$ cat config.mk
export PLATFORM = sky130hd
export DESIGN_NAME = eq_pattern_verifier
export DESIGN_NICKNAME = d
export VERILOG_FILES = /design/src/verilog/eqpv_pkg.sv /design/src/verilog/eq_pattern_verifier.sv
export SDC_FILE = /design/constraint.sdc
export NUM_CORES = 2
export LEC_CHECK = 0
export BUFFER_PORTS_ARGS = -buffer_cell sky130_fd_sc_hd__buf_2
export CAP_MARGIN = 15
export CORE_AREA = 8 8 376 231
export DETAILED_ROUTE_END_ITERATION = 12
export DIE_AREA = 0 0 384 239
export SYNTH_ARGS = -nofsm -noshare
export SYNTH_HDL_FRONTEND = slang
export SYNTH_SLANG_ARGS = --single-unit
$ cat constraint.sdc
create_clock -name CLK -period 5.89 [get_ports CLK]
set_input_delay 0.589 -clock CLK [delete_from_list [all_inputs] [get_ports CLK]]
set_output_delay 0.589 -clock CLK [all_outputs]
set_load 0.02 [all_outputs]
$ cat src/verilog/eqpv_pkg.sv
// Constants, field layouts and state types for the equalizer and pattern verifier registers
package eqpv_pkg;
  localparam int LANES = 4;
  // Register offsets
  localparam logic [7:0] OFS_EQ = 8'h0d;
  localparam logic [7:0] OFS_SYNC_LOAD = 8'h0e;
  localparam logic [7:0] OFS_FAIL_PROG = 8'h0f;
  localparam logic [7:0] OFS_LEN_SEL = 8'h10;
  localparam logic [7:0] OFS_CP_LOW = 8'h11;
  localparam logic [7:0] OFS_CP_MID = 8'h12;
  localparam logic [7:0] OFS_CP_HIGH = 8'h13;
  localparam logic [7:0] OFS_THR = 8'h14;
  localparam logic [7:0] OFS_DESKEW_AND_TEST_CLEAR = 8'h15;
  localparam logic [7:0] OFS_DP_EN = 8'h16;
  localparam logic [7:0] OFS_TST_FLAGS = 8'h17;
  localparam logic [7:0] OFS_ERR_BASE = 8'h18;
  localparam logic [7:0] OFS_ERR_LAST = 8'h1f;
  localparam logic [7:0] OFS_AUX = 8'h20;
  // Field positions
  localparam int EQ_DATA_LSB = 3;
  localparam int EQ_CLK_LSB = 1;
  localparam int EQ_FULL_SWING_BIT = 0;
  localparam int LEN_LSB = 3;
  localparam int CP20_BIT = 7;
  localparam int ERR_CLR_BIT = 4;
  localparam int IRQ_CLR_BIT = 3;
  localparam int DESKEW_BIT = 7;
  localparam int AUX_SLEW_LSB = 4;
  // Values after reset, and the banned AUX swing code
  localparam logic [5:0] EQ_RESET = 6'h00;
  localparam logic [3:0] AUX_SLEW_RESET = 4'h1;
  localparam logic [2:0] AUX_SWING_RESET = 3'h2;
  localparam logic [2:0] AUX_SWING_BANNED = 3'h7;
  // Verifier timing
  localparam logic [3:0] SYNC_UI = 4'h8;
  localparam logic [4:0] LOCK_BITS = 5'h1f;
  localparam logic [11:0] ERR_MAX = 12'hfff;
  // Gains in half-dB steps, index is the code
  localparam logic [7:0][5:0] DATA_GAIN_TENTH = {6'h21, 6'h1c, 6'h18, 6'h15,
                                                 6'h11, 6'h0d, 6'h09, 6'h00};
  localparam logic [7:0][5:0] DATA_GAIN_FORTIETH = {6'h1d, 6'h1a, 6'h16, 6'h13,
                                                    6'h0f, 6'h0a, 6'h06, 6'h00};
  localparam logic [3:0][5:0] CLK_GAIN = {6'h09, 6'h06, 6'h03, 6'h00};

  typedef enum logic [2:0] {
    MODE_OFF = 3'h0, MODE_PRBS = 3'h1, MODE_CLOCK = 3'h2, MODE_CUSTOM = 3'h3
  } pattern_mode_t;

  typedef enum {
    BUS_IDLE, BUS_ADDR, BUS_ADDR_ACK, BUS_PTR, BUS_WDATA, BUS_WACK, BUS_RDATA, BUS_RACK
  } bus_state_t;

  typedef struct packed {
    logic [2:0] pattern_mode_select;
    logic [2:0] prbs_length_select;
    logic custom_length_twenty;
    logic [19:0] custom_pattern_word;
  } lane_ctrl_t;

  typedef struct packed {
    logic [30:0] hist;
    logic [4:0] idx;
    logic [31:0] pos;
    logic [3:0] sync_left;
    logic training;
    logic [4:0] good;
    logic [2:0] err_run;
    logic fail;
    logic err_hit;
    logic [11:0] err_cnt;
  } lane_state_t;

  typedef struct packed {
    logic [2:0] data_code;
    logic [1:0] clk_code;
    logic full_swing;
  } eq_setting_t;
endpackage

$ cat src/verilog/eq_pattern_verifier.sv
// Equalizer, AUX and per-lane pattern verifier registers behind a serial management port
// Summary of operation
// - Three-bit data-lane fixed equalizer code, gain table chosen by clock ratio
// - Two-bit clock-lane fixed equalizer code, top code reserved in tenth mode
// - Clock lane swing halved in fortieth mode unless full-swing bit set
// - Per-lane sync pulse lasting 8 UI once per pattern period, read in upper nibble
// - Lane controls pass while load bit high, held once it drops
// - Sticky per-lane mismatch flag when received data differs from expected after lock
// - Per-lane training-in-progress bit in lower nibble
// - Custom length bit picks 16-bit or 20-bit custom pattern
// - Length field selects PRBS7, 11, 23, 31, 15 or 20
// - Mode field: off, PRBS, clock, custom, or timing-only when top bit set
// - Custom pattern from two bytes plus four-bit extension used only at 20 bits
// - Alignment-done status high only once lane deskew completes
// - Rising edge of counter-clear bit zeroes error counters, bit self-clears
// - Writing irq-clear bit clears latched test flags, bit self-clears
// - Three-bit source field picks event driving test interrupt flags
// - Four per-lane enables gate verification, datapath picked by separate field
// - Live test flags in lower nibble, latched copies in upper nibble
// - Read-only 12-bit error count per lane split over low and high registers
// - AUX swing field defaults to code 2, code 7 must never be written
// - AUX slew control in upper bits of AUX register
// - Clock ratio input selects tenth or fortieth equalizer table
// - Fixed codes act only while adaptive equalizer is off
// - New equalizer settings wait for apply pulse unless outputs are quiet
`timescale 1ns/100ps
`default_nettype none
module eq_pattern_verifier #(
  parameter logic [6:0] DEV_ADDR = 7'h2c // Arbitrary bus address
) (
  input wire logic CLK, // 25 MHz system clock
  input wire logic RSTN, // Synchronous reset, active low
  input wire logic SCL, // Management clock pin
  input wire logic SDA_IN, // Management data pin level
  output logic SDA_OUT, // Management data drive value
  output logic SDA_OE, // Management data pull-down enable
  input wire logic LINK_CLK, // Recovered link clock pin
  input wire logic [3:0] LANE_RX, // One received bit per lane per link clock
  input wire logic CLOCK_RATIO_STATE, // High for fortieth ratio
  input wire logic ADAPTIVE_EQ_ENABLE, // High selects adaptive equalizer
  input wire logic APPLY_LANE_SETTINGS, // One-cycle apply pulse
  input wire logic OUTPUTS_QUIET, // Outputs disabled or powered down
  output logic FIXED_EQ_ACTIVE, // Fixed equalizer in use
  output logic [2:0] DATA_EQ_CODE, // Applied data-lane code
  output logic [1:0] CLOCK_EQ_CODE, // Applied clock-lane code
  output logic [5:0] DATA_EQ_GAIN, // Data gain, half-dB units
  output logic [5:0] CLOCK_EQ_GAIN, // Clock gain, half-dB units
  output logic CLOCK_EQ_RESERVED, // Reserved clock code applied
  output logic CLOCK_HALF_SWING, // Clock lane at half amplitude
  output logic [3:0] AUX_SLEW, // AUX slew control
  output logic [2:0] AUX_SWING, // AUX swing code
  output logic [2:0] DATAPATH_TEST_CHOICE, // Datapath under verification
  output logic [3:0] VERIFY_ACTIVE // Lanes under verification
);
  typedef struct packed {
    logic [6:0] s1;
    logic [6:0] s2;
    logic [6:0] s3;
    logic [6:0] filt;
    logic [6:0] prev;
    eqpv_pkg::bus_state_t bus;
    logic [3:0] bit_cnt;
    logic [7:0] shift;
    logic [7:0] rd_shift;
    logic rd_mode;
    logic master_ack;
    logic sda_oe;
    logic [7:0] ptr;
    logic [5:0] eq_shadow;
    eqpv_pkg::eq_setting_t eq_live;
    logic [3:0] load;
    logic [6:0] len_sel;
    logic [19:0] cp;
    logic [2:0] thr;
    logic err_clr;
    logic irq_clr;
    logic [2:0] irq_src;
    logic [3:0] dp_en;
    logic [2:0] dp_choice;
    logic [3:0] aux_slew;
    logic [2:0] aux_swing;
    logic [3:0] live_irq;
    logic [3:0] latched_irq;
    logic aligned;
    eqpv_pkg::lane_ctrl_t [3:0] held;
    eqpv_pkg::lane_state_t [3:0] lane;
  } state_t;

  state_t st;
  state_t nx;

  // Feedback taps of each sequence
  function automatic logic [4:0] tap_a(input logic [2:0] len);
    unique case (len)
      3'h0: tap_a = 5'd7;
      3'h1: tap_a = 5'd11;
      3'h2: tap_a = 5'd23;
      3'h3: tap_a = 5'd31;
      3'h4, 3'h5: tap_a = 5'd15;
      3'h6, 3'h7: tap_a = 5'd20;
    endcase
  endfunction

  function automatic logic [4:0] tap_b(input logic [2:0] len);
    unique case (len)
      3'h0: tap_b = 5'd6;
      3'h1: tap_b = 5'd9;
      3'h2: tap_b = 5'd18;
      3'h3: tap_b = 5'd28;
      3'h4, 3'h5: tap_b = 5'd14;
      3'h6, 3'h7: tap_b = 5'd3;
    endcase
  endfunction

  function automatic logic [31:0] seq_period(input logic [2:0] len);
    seq_period = (32'h1 << tap_a(len)) - 32'h1;
  endfunction

  function automatic logic [7:0] reg_read(input state_t s, input logic [7:0] a);
    logic [1:0] ln;
    ln = a[2:1];
    reg_read = 8'h00;
    unique case (a)
      eqpv_pkg::OFS_EQ: reg_read = {2'h0, s.eq_shadow};
      eqpv_pkg::OFS_SYNC_LOAD: reg_read = {
        s.lane[3].sync_left != 4'h0, s.lane[2].sync_left != 4'h0,
        s.lane[1].sync_left != 4'h0, s.lane[0].sync_left != 4'h0, s.load};
      eqpv_pkg::OFS_FAIL_PROG: reg_read = {
        s.lane[3].fail, s.lane[2].fail, s.lane[1].fail, s.lane[0].fail,
        tip(s, 3), tip(s, 2), tip(s, 1), tip(s, 0)};
      eqpv_pkg::OFS_LEN_SEL: reg_read = {s.len_sel[6], 1'b0, s.len_sel[5:0]};
      eqpv_pkg::OFS_CP_LOW: reg_read = s.cp[7:0];
      eqpv_pkg::OFS_CP_MID: reg_read = s.cp[15:8];
      eqpv_pkg::OFS_CP_HIGH: reg_read = {4'h0, s.cp[19:16]};
      eqpv_pkg::OFS_THR: reg_read = {5'h00, s.thr};
      eqpv_pkg::OFS_DESKEW_AND_TEST_CLEAR: reg_read = {s.aligned, 2'h0, s.err_clr, s.irq_clr,
                                            s.irq_src};
      eqpv_pkg::OFS_DP_EN: reg_read = {s.dp_en, 1'b0, s.dp_choice};
      eqpv_pkg::OFS_TST_FLAGS: reg_read = {s.latched_irq, s.live_irq};
      eqpv_pkg::OFS_AUX: reg_read = {s.aux_slew, 1'b0, s.aux_swing};
      default: begin
        if (a >= eqpv_pkg::OFS_ERR_BASE && a <= eqpv_pkg::OFS_ERR_LAST) begin
          reg_read = a[0] ? {4'h0, s.lane[ln].err_cnt[11:8]}
                          : s.lane[ln].err_cnt[7:0];
        end
      end
    endcase
  endfunction

  function automatic logic tip(input state_t s, input int i);
    tip = s.lane[i].training && s.held[i].pattern_mode_select != 3'h0 && s.dp_en[i];
  endfunction

  // Register write; effects on other state are applied by the caller
  function automatic state_t reg_write(input state_t s, input logic [7:0] a,
                                       input logic [7:0] d);
    reg_write = s;
    unique case (a)
      eqpv_pkg::OFS_EQ: reg_write.eq_shadow = d[5:0];
      eqpv_pkg::OFS_SYNC_LOAD: reg_write.load = d[3:0];
      eqpv_pkg::OFS_LEN_SEL: reg_write.len_sel = {d[eqpv_pkg::CP20_BIT], d[5:0]};
      eqpv_pkg::OFS_CP_LOW: reg_write.cp[7:0] = d;
      eqpv_pkg::OFS_CP_MID: reg_write.cp[15:8] = d;
      eqpv_pkg::OFS_CP_HIGH: reg_write.cp[19:16] = d[3:0];
      eqpv_pkg::OFS_THR: reg_write.thr = d[2:0];
      eqpv_pkg::OFS_DESKEW_AND_TEST_CLEAR: begin
        reg_write.err_clr = d[eqpv_pkg::ERR_CLR_BIT];
        reg_write.irq_clr = d[eqpv_pkg::IRQ_CLR_BIT];
        reg_write.irq_src = d[2:0];
      end
      eqpv_pkg::OFS_DP_EN: begin
        reg_write.dp_en = d[7:4];
        reg_write.dp_choice = d[2:0];
      end
      eqpv_pkg::OFS_AUX: begin
        reg_write.aux_slew = d[7:4];
        // Banned code would overdrive the AUX pair, keep the old swing
        if (d[2:0] != eqpv_pkg::AUX_SWING_BANNED) begin
          reg_write.aux_swing = d[2:0];
        end
      end
      default: reg_write = s;
    endcase
  endfunction

  logic scl_rise;
  logic scl_fall;
  logic start_seen;
  logic stop_seen;
  logic link_edge;
  logic err_clr_rise;

  assign scl_rise = st.filt[0] && !st.prev[0];
  assign scl_fall = !st.filt[0] && st.prev[0];
  assign start_seen = st.filt[0] && st.prev[0] && st.prev[1] && !st.filt[1];
  assign stop_seen = st.filt[0] && st.prev[0] && !st.prev[1] && st.filt[1];
  assign link_edge = st.filt[2] && !st.prev[2];

  always_comb begin
    nx = st;
    err_clr_rise = 1'b0;
    // Pins pass three flops; a level counts once the last two agree
    nx.s1 = {LANE_RX, LINK_CLK, SDA_IN, SCL};
    nx.s2 = st.s1;
    nx.s3 = st.s2;
    for (int b = 0; b < 7; b++) begin
      if (st.s2[b] == st.s3[b]) begin
        nx.filt[b] = st.s3[b];
      end
    end
    nx.prev = st.filt;
    // Self-clearing bits last one cycle
    nx.err_clr = 1'b0;
    nx.irq_clr = 1'b0;

    // Management port
    if (start_seen) begin
      nx.bus = eqpv_pkg::BUS_ADDR;
      nx.bit_cnt = 4'h0;
      nx.sda_oe = 1'b0;
    end else if (stop_seen) begin
      nx.bus = eqpv_pkg::BUS_IDLE;
      nx.sda_oe = 1'b0;
    end else begin
      if (scl_rise) begin
        if (st.bus == eqpv_pkg::BUS_RACK) begin
          nx.master_ack = !st.filt[1];
        end else begin
          nx.shift = {st.shift[6:0], st.filt[1]};
          nx.bit_cnt = st.bit_cnt + 4'h1;
        end
      end
      if (scl_fall) begin
        unique case (st.bus)
          eqpv_pkg::BUS_IDLE: nx.sda_oe = 1'b0;
          eqpv_pkg::BUS_ADDR: begin
            if (st.bit_cnt == 4'h8) begin
              if (st.shift[7:1] == DEV_ADDR) begin
                nx.rd_mode = st.shift[0];
                nx.sda_oe = 1'b1;
                nx.bus = eqpv_pkg::BUS_ADDR_ACK;
              end else begin
                nx.bus = eqpv_pkg::BUS_IDLE;
              end
            end
          end
          eqpv_pkg::BUS_ADDR_ACK: begin
            nx.bit_cnt = 4'h0;
            if (st.rd_mode) begin
              nx.rd_shift = reg_read(st, st.ptr);
              nx.sda_oe = !nx.rd_shift[7];
              nx.bus = eqpv_pkg::BUS_RDATA;
            end else begin
              nx.sda_oe = 1'b0;
              nx.bus = eqpv_pkg::BUS_PTR;
            end
          end
          eqpv_pkg::BUS_PTR, eqpv_pkg::BUS_WDATA: begin
            if (st.bit_cnt == 4'h8) begin
              if (st.bus == eqpv_pkg::BUS_PTR) begin
                nx.ptr = st.shift;
              end else begin
                if (st.ptr == eqpv_pkg::OFS_DESKEW_AND_TEST_CLEAR) begin
                  err_clr_rise = st.shift[eqpv_pkg::ERR_CLR_BIT] && !st.err_clr;
                end
                nx = reg_write(nx, st.ptr, st.shift);
                nx.ptr = st.ptr + 8'h01;
              end
              nx.sda_oe = 1'b1;
              nx.bus = eqpv_pkg::BUS_WACK;
            end
          end
          eqpv_pkg::BUS_WACK: begin
            nx.sda_oe = 1'b0;
            nx.bit_cnt = 4'h0;
            nx.bus = eqpv_pkg::BUS_WDATA;
          end
          eqpv_pkg::BUS_RDATA: begin
            if (st.bit_cnt == 4'h8) begin
              nx.sda_oe = 1'b0;
              nx.ptr = st.ptr + 8'h01;
              nx.bus = eqpv_pkg::BUS_RACK;
            end else begin
              nx.rd_shift = {st.rd_shift[6:0], 1'b0};
              nx.sda_oe = !st.rd_shift[6];
            end
          end
          eqpv_pkg::BUS_RACK: begin
            nx.bit_cnt = 4'h0;
            if (st.master_ack) begin
              nx.rd_shift = reg_read(st, st.ptr);
              nx.sda_oe = !nx.rd_shift[7];
              nx.bus = eqpv_pkg::BUS_RDATA;
            end else begin
              nx.bus = eqpv_pkg::BUS_IDLE;
            end
          end
        endcase
      end
    end

    // Written equalizer codes wait in the shadow until applied
    if (APPLY_LANE_SETTINGS || OUTPUTS_QUIET) begin
      nx.eq_live = st.eq_shadow;
    end

    // Lane controls follow the registers only while loading
    for (int i = 0; i < eqpv_pkg::LANES; i++) begin
      if (st.load[i]) begin
        nx.held[i] = {st.len_sel[2:0], st.len_sel[5:3], st.len_sel[6], st.cp};
      end
    end

    // Verifier, one step per received unit interval
    for (int i = 0; i < eqpv_pkg::LANES; i++) begin
      logic rx;
      logic expect_bit;
      logic check;
      logic miss;
      logic [4:0] cp_len;
      logic [31:0] period;
      eqpv_pkg::lane_ctrl_t c;
      rx = st.filt[3 + i];
      c = st.held[i];
      expect_bit = 1'b0;
      check = 1'b0;
      miss = 1'b0;
      cp_len = c.custom_length_twenty ? 5'd20 : 5'd16;
      period = seq_period(c.prbs_length_select);
      nx.lane[i].err_hit = 1'b0;
      if (c.pattern_mode_select[2]) begin
        check = 1'b0;
      end else begin
        unique case (c.pattern_mode_select[1:0])
          2'h0: check = 1'b0;
          2'h1: begin
            expect_bit = st.lane[i].hist[tap_a(c.prbs_length_select) - 5'd1]
                       ^ st.lane[i].hist[tap_b(c.prbs_length_select) - 5'd1];
            check = 1'b1;
          end
          2'h2: begin
            expect_bit = !st.lane[i].hist[0];
            period = 32'h2;
            check = 1'b1;
          end
          2'h3: begin
            // Extension bits only reachable at the 20-bit length
            expect_bit = c.custom_pattern_word[st.lane[i].idx];
            period = {27'h0, cp_len};
            check = 1'b1;
          end
        endcase
      end
      if (st.load[i] || c.pattern_mode_select == 3'h0 || !st.dp_en[i]) begin
        nx.lane[i].training = 1'b1;
        nx.lane[i].good = 5'h00;
        nx.lane[i].idx = 5'h00;
        nx.lane[i].pos = 32'h0;
        nx.lane[i].sync_left = 4'h0;
        nx.lane[i].err_run = 3'h0;
        if (st.load[i]) begin
          nx.lane[i].fail = 1'b0;
        end
      end else if (link_edge) begin
        miss = check && rx != expect_bit;
        nx.lane[i].hist = {st.lane[i].hist[29:0], rx};
        // Period marker drives an 8 UI sync pulse
        if (st.lane[i].pos >= period - 32'h1) begin
          nx.lane[i].pos = 32'h0;
          nx.lane[i].sync_left = eqpv_pkg::SYNC_UI;
        end else begin
          nx.lane[i].pos = st.lane[i].pos + 32'h1;
          if (st.lane[i].sync_left != 4'h0) begin
            nx.lane[i].sync_left = st.lane[i].sync_left - 4'h1;
          end
        end
        // Custom phase slips on a miss while searching
        if (!(st.lane[i].training && miss)) begin
          nx.lane[i].idx = (st.lane[i].idx + 5'd1 >= cp_len) ? 5'd0 : st.lane[i].idx + 5'd1;
        end
        if (st.lane[i].training) begin
          nx.lane[i].good = miss ? 5'h00 : st.lane[i].good + 5'h01;
          if (!miss && st.lane[i].good + 5'h01 == eqpv_pkg::LOCK_BITS) begin
            nx.lane[i].training = 1'b0;
          end
        end else if (miss) begin
          nx.lane[i].fail = 1'b1;
          nx.lane[i].err_hit = 1'b1;
          if (st.lane[i].err_cnt != eqpv_pkg::ERR_MAX) begin
            nx.lane[i].err_cnt = st.lane[i].err_cnt + 12'h001;
          end
          nx.lane[i].err_run = st.lane[i].err_run + 3'h1;
          // Threshold zero keeps lock through any error burst
          if (st.thr != 3'h0 && st.lane[i].err_run + 3'h1 >= st.thr) begin
            nx.lane[i].training = 1'b1;
            nx.lane[i].good = 5'h00;
            nx.lane[i].err_run = 3'h0;
          end
        end else begin
          nx.lane[i].err_run = 3'h0;
        end
      end
      if (err_clr_rise) begin
        nx.lane[i].err_cnt = 12'h000;
      end
    end

    // Deskew is done once every enabled lane has locked
    nx.aligned = st.dp_en != 4'h0;
    for (int i = 0; i < eqpv_pkg::LANES; i++) begin
      if (st.dp_en[i] && (st.lane[i].training || st.held[i].pattern_mode_select == 3'h0)) begin
        nx.aligned = 1'b0;
      end
    end

    // Test interrupt sources
    for (int i = 0; i < eqpv_pkg::LANES; i++) begin
      unique case (st.irq_src)
        3'h0: nx.live_irq[i] = st.lane[i].fail;
        3'h1: nx.live_irq[i] = st.lane[i].sync_left != 4'h0;
        3'h2: nx.live_irq[i] = tip(st, i);
        3'h3: nx.live_irq[i] = st.lane[i].err_hit;
        3'h4: nx.live_irq[i] = st.aligned;
        default: nx.live_irq[i] = 1'b0;
      endcase
    end
    // A new event beats a clear in the same cycle
    if (nx.irq_clr) begin
      nx.latched_irq = 4'h0;
    end
    nx.latched_irq = nx.latched_irq | st.live_irq;
  end

  always_ff @(posedge CLK) begin
    if (!RSTN) begin
      st <= '0;
      st.eq_shadow <= eqpv_pkg::EQ_RESET;
      // Synchroniser starts at the idle pin levels so no false edge follows reset
      st.s1 <= 7'h03;
      st.s2 <= 7'h03;
      st.s3 <= 7'h03;
      st.filt <= 7'h03;
      st.prev <= 7'h03;
      st.bus <= eqpv_pkg::BUS_IDLE;
      st.aux_slew <= eqpv_pkg::AUX_SLEW_RESET;
      st.aux_swing <= eqpv_pkg::AUX_SWING_RESET;
    end else begin
      st <= nx;
    end
  end

  assign SDA_OUT = 1'b0;
  assign SDA_OE = st.sda_oe;
  assign FIXED_EQ_ACTIVE = !ADAPTIVE_EQ_ENABLE;
  assign DATA_EQ_CODE = st.eq_live.data_code;
  assign CLOCK_EQ_CODE = st.eq_live.clk_code;
  assign DATA_EQ_GAIN = ADAPTIVE_EQ_ENABLE ? 6'h00 : CLOCK_RATIO_STATE
      ? eqpv_pkg::DATA_GAIN_FORTIETH[st.eq_live.data_code]
      : eqpv_pkg::DATA_GAIN_TENTH[st.eq_live.data_code];
  assign CLOCK_EQ_RESERVED = !CLOCK_RATIO_STATE && st.eq_live.clk_code == 2'h3;
  assign CLOCK_EQ_GAIN = (ADAPTIVE_EQ_ENABLE || CLOCK_EQ_RESERVED) ? 6'h00
      : eqpv_pkg::CLK_GAIN[st.eq_live.clk_code];
  assign CLOCK_HALF_SWING = CLOCK_RATIO_STATE && !st.eq_live.full_swing;
  assign AUX_SLEW = st.aux_slew;
  assign AUX_SWING = st.aux_swing;
  assign DATAPATH_TEST_CHOICE = st.dp_choice;
  assign VERIFY_ACTIVE = st.dp_en;
endmodule
`default_nettype wire

==> out/results.ini <==
[status]
status = completed

[sta]
max_freq_ghz = 0.185
fin_crit_ps = 5420
hold_violations = 0
setup_viol = 0
final_max_slew_viol_count = 0
rsz0062_at_grt = false
tightest_slew_ps = 1120
finalSetupTns_ps = 0
slew-limit-headroom_pct = 25.1
skew_ps = 37.1
period_share_pct = 92.0

[setup_path]
critPathCaptureType = register
worstPathArrival_ps = 5930
critPathLaunchType = register
r2r_slack_ps = 470
cp.required_ps = 6400
worst-setup-path-type = reg2reg
crit_fanout = 22

[layout]
drive_above_1_share_pct = 8.08
utilization_pct = 49.7
nets = 4608
multiInputGateArea_mm2 = 0.0221
fill_cells = 7838
ff_latch_area_mm2 = 0.0134
area_delta_synth_final_pct = 8.83
layout.cells.non_filler = 5500

[synthesis]
synth_edf_count = 0
async_flop_share_pct = 0
synth-seq-cells = 668
yosysWarnings = 0
yosysSeqAreaShare_pct = 36.1
synth_area_per_cell_um2 = 8.26
syn_area_mm2 = 0.0370
synthCells = 4478
ys.flop_type = dfxtp_1
ys_types = 87

[detailed_routing]
routed_via_density = 5.61
ant_nets = 0
drt-pass1-iter-count = 6
wl_per_cell_um = 17.9
vias = 30900
drtIter0Drc = 2929
drcViolationCount = 0
wl_um = 98600

[floorplan]
rows = 81
die_area_mm2 = 0.0918
design.core.area_mm2 = 0.0810
chipHeight_um = 239
start_util_pct = 45.7
fp.dieW_um = 384
io_pins = 49

[cts]
hold_buffers = 0
clock_path_buffers = 3
clock_sink_count = 668
clk_latency_ps = 660
cts_root_buffer = clkbuf_16
clkTransAtPathRegs_ps = 60
cts_max_level = 3
cts.repair.resized = 0
cts_tree = built
cts_buffers = 68
cts_setup_buffers = 0

[flow_run]
maxCapViolCount = 0

[placement]
gp_congestion = 0.913
dp.cells = 5376
numPortBuffers = 45
hpwl_um = 69600

[global_routing]
grt_pass1_wl_um = 158000
grt_start_max_net_pins = 125
grt_pass1_vias = 27400
gr-total-overflow = 0
antenna_found_initial = 0
gr-usage-all-layers_pct = 21.0

[power]
p_total_mw = 9.20
leakage_nw = 14.9
ir_drop_mv = 0.237
power_density_mw_per_mm2 = 228

[worst_hold_path]
min_path_type = in2reg

layout by cell type, fill, tap and decap left out, types with 22 or more instances in the layout:
cell       instances
dfxtp_1          664
nand2_1          605
nor2_1           576
a21oi_1          396
ha_1             227
o21ai_0          173
mux2i_1          168
nand3_1          163
xor2_1           124
xnor2_1          113
inv_1            103
nor3_1            87
nand4_1           71
clkbuf_16         69
mux4_2            67
nand2b_1          58
and3_1            58
nor2b_1           54
buf_4             54
a21o_1            53
buf_2             45
and2_1            39
mux2_2            36
or3_1             33
a31oi_1           28
nor3b_1           22
registers in the layout, summed over array words and instances (netlist names), named ones only:
name                  flops
SDA_OE                    1
AUX_SLEW                  4
DATAPATH_TEST_CHOICE      3
VERIFY_ACTIVE             4
DATA_EQ_CODE              3
st                      606
CLOCK_EQ_CODE             2
AUX_SWING                 3
logic make-up after synthesis:
family                   Yosys count  synth area share (%)
flip-flops                       668                  36.1
buffers and inverters            388                  4.21
XOR/XNOR                         237                  5.61
other                              1                0.0101
adder cells (fa/ha/maj)          228                  7.71
multiplexers                     278                  10.2
AO/OA/AOI/OAI                    836                  13.4
AND/OR/NAND/NOR                 1842                  22.7
metrics by stage:
stage / hold WS, ps / setup slack, ps / instance area (um2)
after floorplan: 386 / 487 / 37000
after global placement: 415 / 543 / 37900
after detailed placement: 419 / 354 / 37900
after CTS: 51.6 / 282 / 40300
after global routing: 63.3 / 34.5 / 40300
final: 102 / 473 / 40300
cell usage after synthesis (all sizes together), types with 5 or more instances:
| master | count | area (um2) |
|---|---|---|
| dfxtp | 668 | 13400 |
| mux4 | 73 | 1670 |
| a311oi | 5 | 43.8 |
| and2 | 40 | 250 |
| or3 | 33 | 206 |
| ha | 228 | 2850 |
| o211ai | 17 | 128 |
| nand3b | 16 | 120 |
| nand4b | 5 | 43.8 |
| and3 | 58 | 363 |
| or2 | 7 | 43.8 |
| nor3b | 23 | 184 |
| buf | 65 | 347 |
| nor2b | 56 | 358 |
| clkbuf | 219 | 822 |
| a211oi | 12 | 90.1 |
| a22o | 8 | 70.1 |
| nand3 | 163 | 816 |
| a31oi | 28 | 175 |
| nand2 | 605 | 2270 |
| o31ai | 15 | 131 |
| a22oi | 9 | 67.6 |
| mux2 | 37 | 420 |
| and4 | 8 | 70.1 |
| a221oi | 14 | 123 |
| a21o | 53 | 398 |
| mux2i | 168 | 1680 |
| o21ai | 176 | 881 |
| nor2 | 577 | 2170 |
| o21a | 13 | 97.6 |
| a21boi | 5 | 37.5 |
| a31o | 7 | 61.3 |
| xnor2 | 113 | 990 |
| nand2b | 59 | 369 |
| inv | 104 | 390 |
| nor3 | 91 | 460 |
| o22ai | 19 | 119 |
| xor2 | 124 | 1090 |
| or4 | 6 | 45.0 |
| nand4 | 72 | 465 |
| a222oi | 6 | 60.1 |
| a21oi | 398 | 2000 |
| nor4 | 10 | 62.6 |
routing by layer:
layer | routed length [um] | global-route usage (%)
met3 | 7890 | 4.75
met1 | 53000 | 34.7
met2 | 36100 | 26.5
met5 | 0 | 0
met4 | 1690 | 4.31
critical path, cell delays in order (launching register included):
cell	delay (ps)
dfxtp_1	310
inv_1	130
ha_2	330
nand2_1	200
ha_1	350
xor2_1	270
nand2_1	100
nor3_1	340
o21a_1	280
o21a_2	300
a21oi_1	70
ha_1	340
nand4_1	120
nor4_1	370
o21ai_0	130
o311ai_0	110
a41oi_1	110
a2111oi_0	570
buf_4	220
nor2_1	90
o21ai_2	180
buf_4	280
nor2_1	80
cell type report:
cell class / count / share of cell area (%)
Timing Repair Buffer: 101 / 1.67
Clock buffer: 100 / 4.97
Tap cell: 1079 / 3.35
Inverter: 104 / 0.988
Clock inverter: 23 / 0.864
Sequential cell: 668 / 33.2
Multi-Input combinational cell: 3424 / 54.9
Antenna cell: 1 / 0.00621
power by group:
group	switching, mW	total (mW)	internal [mW]
clock network	1.93	4.58	2.65
logic	0.0675	0.0829	0.0154
registers	0.00911	4.53	4.52
total	2.01	9.20	7.19
final timing paths:
path / startpoint / end / cells after the start
setup / recovery: register / st[39] / 22
hold reg to reg: st[659] / st[652] / 1
setup reg to reg: register / st[39] / 22
hold / removal: SCL / st[653] / 2
Power figures use the tool's default switching activity.
